<file path="config.mk">
export PLATFORM = sky130hd
export DESIGN_NAME = twisted_pair_autoneg_arbiter
export DESIGN_NICKNAME = d
export VERILOG_FILES = /design/src/design/twisted_pair_autoneg_arbiter.v
export VERILOG_INCLUDE_DIRS = /design/src /design/src/design
export SDC_FILE = /design/constraint.sdc
export NUM_CORES = 1
export LEC_CHECK = 0
export BUFFER_PORTS_ARGS = -buffer_cell sky130_fd_sc_hd__buf_2
export CORE_UTILIZATION = 50
export CTS_CLUSTER_SIZE = 14
export DETAILED_ROUTE_END_ITERATION = 12
export GPL_TIMING_DRIVEN = 0
export PLACE_DENSITY = 0.85
export SLEW_MARGIN = 40
export SYNTH_ARGS = -nofsm -noshare
export SYNTH_HDL_FRONTEND = slang
export SYNTH_SLANG_ARGS = --single-unit
</file>
<file path="constraint.sdc">
create_clock -name clock -period 6.9 [get_ports clock]
set_clock_uncertainty 0.05 [all_clocks]
set_input_delay 1.38 -clock clock [delete_from_list [all_inputs] [get_ports clock]]
set_output_delay 1.38 -clock clock [all_outputs]
set_load 0.05 [all_outputs]
</file>
<file path="src/design/twisted_pair_autoneg_arbiter_regs.vh">
// How it works
// - Transmitted burst ability field comes from the advertisement register.
// - A consistent received partner code word is stored in the partner register.
// - Common abilities resolve by fixed priority, full duplex 100TX first.
// - 100Base-T4 is never selected; resolution falls to the next common one.
// - Bursts replace link pulses while negotiating; both ends must enable it.
// - Success sets the complete bit in status and consolidated status.
// - After completion the negotiated technology is enabled.
// - After completion every other technology is disabled.
// - With no burst reply the block falls back to parallel detection.
// - Parallel detection clears the partner-negotiation-capable bit.
// - Parallel detection sets partner bit 5 for 10T or bit 7 for 100TX.
// - Parallel detection sets complete, then enables only that technology.
// - Normal link pulses mean a 10Base-T only partner.
// - Scrambled 100M idles mean a non-negotiating 100Base-TX partner.
// - Burst replies set the partner-negotiation-capable bit.
// - No receive signal sets the no-signal consolidated status bit.
// - Several technology indications enable nothing and set the fault bit.
// - Reset returns the arbiter to idle and clears its status.
// - Restart bit or link failure restarts; the restart bit self-clears.
`ifndef TWISTED_PAIR_AUTONEG_ARBITER_REGS_VH
`define TWISTED_PAIR_AUTONEG_ARBITER_REGS_VH
`define IDX_CTRL 6'h00
`define IDX_STAT 6'h01
`define IDX_ADV 6'h04
`define IDX_LP 6'h05
`define IDX_EXP 6'h06
`define IDX_QUICK 6'h11
`define CTRL_RESTART 9
`define CTRL_AN_EN 12
`define STAT_AN_ABLE 3
`define STAT_AN_DONE 5
`define AB_10HD 5
`define AB_10FD 6
`define AB_TXHD 7
`define AB_TXFD 8
`define AB_T4 9
`define AB_ACK 14
`define EXP_LP_ABLE 0
`define EXP_PD_FAULT 4
`define Q_RATE 15
`define Q_DUPLEX 14
`define Q_DONE 4
`define Q_NOSIG 3
`define Q_LINK 0
`define ADV_RESET 16'h01E1
`define CTRL_RESET 16'h1000
`define MATCH_WORDS 3
`define ACK_WORDS 3
`define PD_SETTLE_MS 750
`define CLK_KHZ 125000
`define RESP_OKAY 2'h0
`define RESP_SLVERR 2'h2
`endif

</file>
<file path="src/design/twisted_pair_autoneg_arbiter.v">
`timescale 1ns/1ns
`default_nettype none
`include "twisted_pair_autoneg_arbiter_regs.vh"
module twisted_pair_autoneg_arbiter #(
   parameter ADDR_W = 8,
   parameter PD_SETTLE = `PD_SETTLE_MS * `CLK_KHZ
) (
   // Clock and reset
   input wire clock,
   input wire rst,
   // AXI4-Lite write
   input wire [ADDR_W-1:0] s_axi_awaddr,
   input wire s_axi_awvalid,
   output reg s_axi_awready,
   input wire [31:0] s_axi_wdata,
   input wire [3:0] s_axi_wstrb,
   input wire s_axi_wvalid,
   output reg s_axi_wready,
   output reg [1:0] s_axi_bresp,
   output reg s_axi_bvalid,
   input wire s_axi_bready,
   // AXI4-Lite read
   input wire [ADDR_W-1:0] s_axi_araddr,
   input wire s_axi_arvalid,
   output reg s_axi_arready,
   output reg [31:0] s_axi_rdata,
   output reg [1:0] s_axi_rresp,
   output reg s_axi_rvalid,
   input wire s_axi_rready,
   // Receive indications from the pulse front end
   input wire [15:0] rx_flp_word,
   input wire rx_flp_valid,
   input wire rx_nlp,
   input wire rx_idle100,
   input wire rx_signal,
   input wire link_fail,
   // Transmit and technology control
   output reg [15:0] tx_flp_word,
   output reg tx_flp_en,
   output reg tx_nlp_en,
   output reg en_100tx,
   output reg en_10t,
   output reg full_duplex
);

localparam S_IDLE = 3'h0;
localparam S_ABIL = 3'h1;
localparam S_ACK = 3'h2;
localparam S_PD = 3'h3;
localparam S_DONE = 3'h4;

localparam M_NONE = 3'h0;
localparam M_10HD = 3'h1;
localparam M_10FD = 3'h2;
localparam M_TXHD = 3'h3;
localparam M_TXFD = 3'h4;

// Control word as it stands after reset
localparam [15:0] CTRL_INIT = `CTRL_RESET;

// Highest common technology first
// T4 bit never tested: there is no T4 datapath behind it
function [2:0] resolve;
   input [15:0] c;
   begin
      if (c[`AB_TXFD])
         resolve = M_TXFD;
      else if (c[`AB_TXHD])
         resolve = M_TXHD;
      else if (c[`AB_10FD])
         resolve = M_10FD;
      else if (c[`AB_10HD])
         resolve = M_10HD;
      else
         resolve = M_NONE;
   end
endfunction

// Byte-lane merge of the low half-word
function [15:0] merge;
   input [15:0] old;
   input [31:0] nw;
   input [3:0] strb;
   begin
      merge[7:0] = strb[0] ? nw[7:0] : old[7:0];
      merge[15:8] = strb[1] ? nw[15:8] : old[15:8];
   end
endfunction

reg [ADDR_W-1:0] aw_addr;
reg [31:0] w_data;
reg [3:0] w_strb;
reg an_en;
reg restart_req;
reg [15:0] adv;
reg [15:0] lp;
reg lp_able;
reg pd_fault;
reg an_done;
reg [2:0] mode;
reg [2:0] state;
reg [15:0] last_word;
reg [1:0] match_cnt;
reg [1:0] ack_cnt;
reg [31:0] pd_timer;
reg no_signal;
reg [31:0] rd_word;
reg [15:0] next_tx_word;

wire [5:0] wr_idx = aw_addr[7:2];
wire [5:0] rd_idx = s_axi_araddr[7:2];
wire wr_go = !s_axi_awready && !s_axi_wready && !s_axi_bvalid;
wire rd_go = s_axi_arvalid && s_axi_arready;
wire wr_ctrl = wr_go && wr_idx == `IDX_CTRL;
wire wr_adv = wr_go && wr_idx == `IDX_ADV;
wire [15:0] ctrl_new = merge({3'h0, an_en, 12'h000}, w_data, w_strb);
wire restart = restart_req || link_fail || !an_en;
wire fault_clr = rd_go && rd_idx == `IDX_EXP;
wire [15:0] common = adv & lp;

function wr_ok;
   input [5:0] idx;
   begin
      wr_ok = idx == `IDX_CTRL || idx == `IDX_STAT || idx == `IDX_ADV ||
         idx == `IDX_LP || idx == `IDX_EXP || idx == `IDX_QUICK;
   end
endfunction

// Write channel: address and data may arrive in either order
always @(posedge clock or posedge rst) begin
   if (rst) begin
      s_axi_awready <= 1'b1;
      s_axi_wready <= 1'b1;
      s_axi_bvalid <= 1'b0;
      s_axi_bresp <= `RESP_OKAY;
      aw_addr <= {ADDR_W{1'b0}};
      w_data <= 32'h00000000;
      w_strb <= 4'h0;
   end else begin
      if (s_axi_awvalid && s_axi_awready) begin
         aw_addr <= s_axi_awaddr;
         s_axi_awready <= 1'b0;
      end
      if (s_axi_wvalid && s_axi_wready) begin
         w_data <= s_axi_wdata;
         w_strb <= s_axi_wstrb;
         s_axi_wready <= 1'b0;
      end
      if (wr_go) begin
         s_axi_bvalid <= 1'b1;
         s_axi_bresp <= wr_ok(wr_idx) ? `RESP_OKAY : `RESP_SLVERR;
      end
      if (s_axi_bvalid && s_axi_bready) begin
         s_axi_bvalid <= 1'b0;
         s_axi_awready <= 1'b1;
         s_axi_wready <= 1'b1;
      end
   end
end

// Software-writable control and advertisement
always @(posedge clock or posedge rst) begin
   if (rst) begin
      an_en <= CTRL_INIT[`CTRL_AN_EN];
      restart_req <= 1'b0;
      adv <= `ADV_RESET;
   end else begin
      restart_req <= wr_ctrl && ctrl_new[`CTRL_RESTART];
      if (wr_ctrl)
         an_en <= ctrl_new[`CTRL_AN_EN];
      if (wr_adv)
         adv <= merge(adv, w_data, w_strb);
   end
end

always @* begin
   rd_word = 32'h00000000;
   case (rd_idx)
      `IDX_CTRL: rd_word[`CTRL_AN_EN] = an_en;
      `IDX_STAT: begin
         rd_word[`STAT_AN_ABLE] = 1'b1;
         rd_word[`STAT_AN_DONE] = an_done;
      end
      `IDX_ADV: rd_word[15:0] = adv;
      `IDX_LP: rd_word[15:0] = lp;
      `IDX_EXP: begin
         rd_word[`EXP_LP_ABLE] = lp_able;
         rd_word[`EXP_PD_FAULT] = pd_fault;
      end
      `IDX_QUICK: begin
         rd_word[`Q_RATE] = mode == M_TXFD || mode == M_TXHD;
         rd_word[`Q_DUPLEX] = mode == M_TXFD || mode == M_10FD;
         rd_word[`Q_DONE] = an_done;
         rd_word[`Q_NOSIG] = no_signal;
         rd_word[`Q_LINK] = mode != M_NONE;
      end
      default: rd_word = 32'h00000000;
   endcase
end

// Ack bit rides in the advertised word only while acknowledging
always @* begin
   next_tx_word = adv;
   next_tx_word[`AB_ACK] = state == S_ACK;
end

// Read channel
always @(posedge clock or posedge rst) begin
   if (rst) begin
      s_axi_arready <= 1'b1;
      s_axi_rvalid <= 1'b0;
      s_axi_rdata <= 32'h00000000;
      s_axi_rresp <= `RESP_OKAY;
   end else begin
      if (rd_go) begin
         s_axi_arready <= 1'b0;
         s_axi_rvalid <= 1'b1;
         s_axi_rdata <= rd_word;
         s_axi_rresp <= wr_ok(rd_idx) ? `RESP_OKAY : `RESP_SLVERR;
      end
      if (s_axi_rvalid && s_axi_rready) begin
         s_axi_rvalid <= 1'b0;
         s_axi_arready <= 1'b1;
      end
   end
end

// Arbitration state machine
always @(posedge clock or posedge rst) begin
   if (rst) begin
      state <= S_IDLE;
      lp <= 16'h0000;
      lp_able <= 1'b0;
      pd_fault <= 1'b0;
      an_done <= 1'b0;
      mode <= M_NONE;
      last_word <= 16'h0000;
      match_cnt <= 2'h0;
      ack_cnt <= 2'h0;
      pd_timer <= 32'h00000000;
   end else begin
      // Read clears the fault, but a new fault this cycle wins
      if (fault_clr)
         pd_fault <= 1'b0;
      if (restart) begin
         state <= S_IDLE;
         an_done <= 1'b0;
         mode <= M_NONE;
      end else begin
         case (state)
            S_IDLE: begin
               match_cnt <= 2'h0;
               ack_cnt <= 2'h0;
               pd_timer <= 32'h00000000;
               state <= S_ABIL;
            end
            S_ABIL: begin
               if (rx_flp_valid) begin
                  lp_able <= 1'b1;
                  last_word <= rx_flp_word;
                  // Three identical words before trusting the partner
                  if (rx_flp_word != last_word || match_cnt == 2'h0) begin
                     match_cnt <= 2'h1;
                  end else if (match_cnt == `MATCH_WORDS - 1) begin
                     lp <= rx_flp_word;
                     ack_cnt <= 2'h0;
                     state <= S_ACK;
                  end else begin
                     match_cnt <= match_cnt + 2'h1;
                  end
               end else if (rx_nlp || rx_idle100) begin
                  pd_timer <= 32'h00000000;
                  state <= S_PD;
               end
            end
            S_ACK: begin
               // No timeout: a partner that stops acking holds us here until restart
               if (rx_flp_valid && rx_flp_word[`AB_ACK]) begin
                  if (ack_cnt == `ACK_WORDS - 1) begin
                     mode <= resolve(common);
                     an_done <= 1'b1;
                     state <= S_DONE;
                  end else begin
                     ack_cnt <= ack_cnt + 2'h1;
                  end
               end
            end
            S_PD: begin
               // Link pulses or 100M idles must persist, in any mix, for the whole settle time
               pd_timer <= pd_timer + 32'h00000001;
               if (rx_flp_valid || !(rx_nlp || rx_idle100)) begin
                  state <= S_ABIL;
               end else if (pd_timer == PD_SETTLE - 1) begin
                  if (rx_nlp && rx_idle100) begin
                     pd_fault <= 1'b1;
                     mode <= M_NONE;
                     state <= S_ABIL;
                  end else begin
                     lp_able <= 1'b0;
                     an_done <= 1'b1;
                     state <= S_DONE;
                     if (rx_nlp) begin
                        lp <= 16'h0000 | (16'h0001 << `AB_10HD);
                        mode <= M_10HD;
                     end else begin
                        lp <= 16'h0000 | (16'h0001 << `AB_TXHD);
                        mode <= M_TXHD;
                     end
                  end
               end
            end
            S_DONE: state <= S_DONE;
            default: state <= S_IDLE;
         endcase
      end
   end
end

// Registered line-side outputs
always @(posedge clock or posedge rst) begin
   if (rst) begin
      tx_flp_word <= 16'h0000;
      tx_flp_en <= 1'b0;
      tx_nlp_en <= 1'b0;
      en_100tx <= 1'b0;
      en_10t <= 1'b0;
      full_duplex <= 1'b0;
      no_signal <= 1'b0;
   end else begin
      tx_flp_word <= next_tx_word;
      tx_flp_en <= an_en && state != S_DONE && state != S_IDLE;
      tx_nlp_en <= !an_en || (state == S_DONE && !en_100tx);
      // Only the selected technology draws power
      en_100tx <= an_done && (mode == M_TXFD || mode == M_TXHD);
      en_10t <= an_done && (mode == M_10FD || mode == M_10HD);
      full_duplex <= an_done && (mode == M_TXFD || mode == M_10FD);
      no_signal <= !rx_signal;
   end
end

endmodule // twisted_pair_autoneg_arbiter
`default_nettype wire

</file>
Yosys cells after proc, flatten, opt, wreduce, memory -nomap -nowiden
Cells that the tools add are included.

word-level totals
  input bits = 80
  word-level logic and storage cells = 236
  flip-flop bits (word level) = 168

operators by class
  bitwise logic cells = 2
  reductions and logical operators = 72
  equality and inequality tests = 43
  mux-type cells = 84
  add/sub/neg operators = 3

operators with widths
  cell                   count
  $mux 16                6
  $pmux 32 s3            1
  $mux 32                2
  $mux 3                 16
  $eq 6x3->1 const B     6
  $add 32x1->32 const B  1
  $eq 32x27->1 const B   1
  $pmux 16 s2            1
  $mux 2                 15
  $mux 1                 27
  $logic_and 1x1->1      19
  $logic_or 1x1->1       19
  $ne 2x2->1 const B     9
  $reduce_and 6->1       3
  $ne 16x16->1           1
  $ne 4x4->1 const B     4
  $ne 3x3->1 const B     5
  $pmux 3 s5             1
  $reduce_bool 3->1      5
  $eq 3x2->1 const B     4
  $eq 6x1->1 const B     2
  $eq 6x5->1 const B     2
  $logic_not 6->1        2
  $pmux 1 s4             3
  other kinds (25)       49

Longest topological paths before layout
  depth after elaboration = 9
  gate-level depth with buffers = 8
  depth with buffers taken out = 8

Worst setup path before layout
No wires, ideal clock.

  path kind = in2reg
  from = input rx_flp_valid
  to = register pd_timer[31]
  required time = 6,713 ps
  cell stages on the path = 8
  setup slack = 3,573 ps
  data arrival time = 3,140 ps
  setup time = 137 ps
  path through = clkbuf_8 -> o21ba_2 -> o211ai_1 -> or4b_1 -> clkbuf_1 -> or3_1 -> xor2_1 -> nor2_1

on the way
  cells in the longest elaborated chain, start to end = 2

RTL lines
  item                        RTL line                            source
  from (decl)                 twisted_pair_autoneg_arbiter.v:32   input wire rx_flp_valid,
  $ne 2x2->1 (no line)        --
  $reduce_and 4->1 (no line)  --
  to (signal assigned)        twisted_pair_autoneg_arbiter.v:290  pd_timer <= pd_timer + 32'h00000001;
  to (decl)                   twisted_pair_autoneg_arbiter.v:105  reg [31:0] pd_timer;

No other way between the ends.
A chain may end at the register's enable or synchronous reset.

Final worst setup path
  from = input rx_flp_word[2]
  to = register lp[4]

on the way
  cells in the longest elaborated chain, start to end = 4

RTL lines
  item                        RTL line                            source
  from (decl)                 twisted_pair_autoneg_arbiter.v:31   input wire [15:0] rx_flp_word,
  $ne 16x16->1                twisted_pair_autoneg_arbiter.v:262  if (rx_flp_word != last_word || match_cnt == 2'h0) begin
  $logic_or 1x1->1            twisted_pair_autoneg_arbiter.v:262
  $ne 2x2->1 (no line)        --
  $reduce_and 8->1 (no line)  --
  to (signal assigned)        twisted_pair_autoneg_arbiter.v:265  lp <= rx_flp_word;
  to (signal assigned)        twisted_pair_autoneg_arbiter.v:303  lp <= 16'h0000 | (16'h0001 << `AB_10HD);
  to (signal assigned)        twisted_pair_autoneg_arbiter.v:306  lp <= 16'h0000 | (16'h0001 << `AB_TXHD);
  to (decl)                   twisted_pair_autoneg_arbiter.v:96   reg [15:0] lp;

No other way between the ends.

==> results_dict.tcl <==
set metrics [dict create \
    r2r_start "s_axi_bvalid$_DFFE_PP0P_" \
    met1_length_um 7470 \
    cts_hold_buffers 0 \
    worst_path_max_delay_cell "sky130_fd_sc_hd__o311ai_1" \
    run_status "finished with violations" \
    met2_wirelength_um 8770 \
    numPortBuffers 99 \
    die_h_um 125 \
    min-delay-path-class "reg2reg" \
    power_mw 2.95 \
    cts_tree "built" \
    area_growth_syn_to_layout_pct 19.2 \
    antenna_found_initial 3 \
    critPathTopFamily "compound AO/OA/AOI/OAI gates" \
    layout-drive-gt1-share_pct 29.3 \
    post_synth_edffs 0 \
    vdd_ir_drop_max_mv 0.282 \
    drt_pre_antenna_iters 9 \
    drt.antenna.violating_nets 0 \
    mostFrequentLayoutCell "sky130_fd_sc_hd__dfrtp_1" \
    h-tree-depth 4 \
    critPathLaunch "rx_flp_word[2]" \
    crit_path_cell_trace "buf_2 > xor2_1 > nor4_1 > nand3_1 > o311ai_1 > nand2_2 > buf_6 > a22o_1" \
    violations_in_the_final_reports "DRC" \
    timing.critical_path.from_type "input pin" \
    arrival_ns 3.62 \
    final_min_period_over_clock_period_pct 48.6 \
    drt_drc_violations_left 10 \
    final.min_clock_period_ns 3.35 \
    netlist_area_um2 7560 \
    start_util_pct 51.6 \
    cts_root_buffer "sky130_fd_sc_hd__clkbuf_16" \
    timing.final.hold_violations 0 \
    detail_route.wl_per_cell_um 17.6 \
    detailroute.wirelength.met3_um 1220 \
    rsz0062_at_grt "no" \
    die_outline_area_um2 15600 \
    critPathMaxStageDelay_ns 0.64 \
    top_layer_used "met5" \
    grt_first_pass_wirelength_um 29000 \
    ys_types 58 \
    synth-seq-area-share_pct 54.4 \
    floorplan.io_pins 142 \
    cts.sink_count 164 \
    clk_transition_reported_paths_ns 0.07 \
    critPathBufInv 2 \
    path_class "in2reg" \
    finalWeightedCongestion 0.842 \
    synth_async_sr_flop_share_pct 100 \
    critical_path.endpoint_type "flop" \
    largest_net_degree_at_the_start_of_global_routing 68 \
    most-common-layout-cells "155 x sky130_fd_sc_hd__dfrtp_1, 101 x sky130_fd_sc_hd__buf_2, 62 x sky130_fd_sc_hd__mux2_2" \
    cts_setup_buffers 0 \
    postCtsResizedCells 0 \
    timing.slew.headroom_pct 44.2 \
    postSynth.topFlopCell "sky130_fd_sc_hd__dfrtp_1" \
    hold_start "adv[10]$_DFFE_PP0P_" \
    dpl.hpwl_um 12600 \
    seq_cells_post_synth 164 \
    largest_driver_fanout_on_the_critical_path 10 \
    syn_inst 682 \
    grt_pass1_vias 5702 \
    core_area_um2 14600 \
    finalMaxSlewViolations 0 \
    gr-total-overflow 0 \
    clk-insertion-delay-late_ns 0.44 \
    placement_rows 44 \
    max_slew.worst_pin.slew_ns 0.833 \
    cts_buffers 17 \
    finish.net_count 903 \
    synth_top_area_share_pct 51.3 \
    synthTopCellsByArea "sky130_fd_sc_hd__dfrtp_1 51%, sky130_fd_sc_hd__mux2_2 9.2%, sky130_fd_sc_hd__dfstp_2 3.1%, sky130_fd_sc_hd__nand2_1 3.0%, sky130_fd_sc_hd__o21ai_0 2.9%" \
    cap_violations 0 \
    final_core_util_pct 61.5 \
    most_area_hungry_cell_type_in_the_yosys_netlist "sky130_fd_sc_hd__dfrtp_1" \
    synthesis.yosys.warnings 0 \
    static-leakage-power_nw 4.33 \
    die_x_um 125 \
    drt-vias-per-instance 5.73 \
    n_fill_cell 1137 \
    vias 5837 \
    cellPowerDensity_nw_per_um2 327 \
    finalWirelength_um 17900 \
    critical_path_required_ns 7.17 \
    postSynthAreaPerCell_um2 11.1 \
    grtUsageTotal_pct 24.1 \
    clockBufferDepth 2 \
    timing.fmax_ghz 0.298 \
    timing.final.setup_violations 0 \
    initialDrtViolationCount 499 \
]
power by group:
group / internal (mW) / switching (mW)
logic: 0.240 / 0.458
clock network: 0.514 / 0.430
registers: 1.17 / 0.131
total: 1.93 / 1.02
worst register-to-register path, delay by kind of cell, from the launching register on:
family,cells,cell delay [ns]
flops,1,0.40
mux,1,0.42
simple gates,5,1.74
final cells by class:
cell class	instances	area (um^2)	share of cell area (%)
Antenna cell	2	5.00	0.0555
Buffer	42	267	2.96
Clock buffer	18	429	4.76
Clock inverter	14	153	1.69
Inverter	22	90.1	1.00
Multi-Input combinational cell	471	3170	35.2
Sequential cell	164	4120	45.7
Tap cell	184	230	2.55
Timing Repair Buffer	101	551	6.11
sequential cells by signal, summed over array words and instances (netlist names), 2 cells and up:
name	flops
mode	3
last_word	16
s_axi_rdata	16
adv	16
tx_flp_word	16
state	3
match_cnt	2
aw_addr	6
ack_cnt	2
lp	16
pd_timer	32
w_data	16
w_strb	2
synth_stat cells (all sizes together), types with 6 or more instances:
| cell | number |
|---|---|
| a21oi | 19 |
| a22o | 15 |
| a31oi | 6 |
| and2 | 8 |
| and3 | 7 |
| buf | 23 |
| clkbuf | 19 |
| dfrtp | 155 |
| dfstp | 9 |
| inv | 22 |
| mux2 | 62 |
| mux2i | 17 |
| nand2 | 62 |
| nand2b | 6 |
| nand3 | 20 |
| nand4 | 11 |
| nor2 | 44 |
| nor3 | 15 |
| nor4 | 15 |
| o21ai | 44 |
| o31ai | 13 |
| xnor2 | 16 |
| xor2 | 19 |
path summary, 6_finish.rpt:
check                                             to  slack (ns)  cells after the start
max                                lp[4]$_DFFE_PP0P_        3.55                      8
min                        tx_flp_word[10]$_DFF_PP0_        0.36                      0
max reg2reg                      adv[12]$_DFFE_PP0P_        4.18                      6
min reg2reg                tx_flp_word[10]$_DFF_PP0_        0.36                      0
max in group asynchronous   s_axi_wready$_DFFE_PP1P_        5.32                      3
min in group asynchronous   tx_flp_word[3]$_DFF_PP0_        0.86                      2
kinds of logic after synthesis:
family	after synthesis	synth area share, %
other	1	0.0496
adder cells (fa/ha/maj)	4	0.662
buffers and inverters	64	4.62
flip-flops	164	54.4
AO/OA/AOI/OAI	120	10.2
AND/OR/NAND/NOR	215	14.5
multiplexers	79	11.5
XOR/XNOR	35	4.05
layer usage:
layer	vias to the layer above	GRT usage [%]
met3	43	5.43
met4	2	10.3
met1	2873	31.3
met2	236	39.2
li1	2683	-
met5	-	0
per-stage QoR:
step           setup slack (ns)  instance area [um^2]  setup TNS (ns)  std cells  hold slack [ns]
4_1_cts                    3.38                  9000               0       1016            0.356
2_1_floorplan              1.05                  7620               0        699            0.318
3_3_place_gp             -0.655                  8350         -100.43        982            0.331
5_1_grt                    3.41                  9010               0       1018            0.367
6_report                   3.55                  9010               0       1018            0.358
3_5_place_dp               3.08                  8420               0        984            0.340
(Power assumes the default switching activity.)
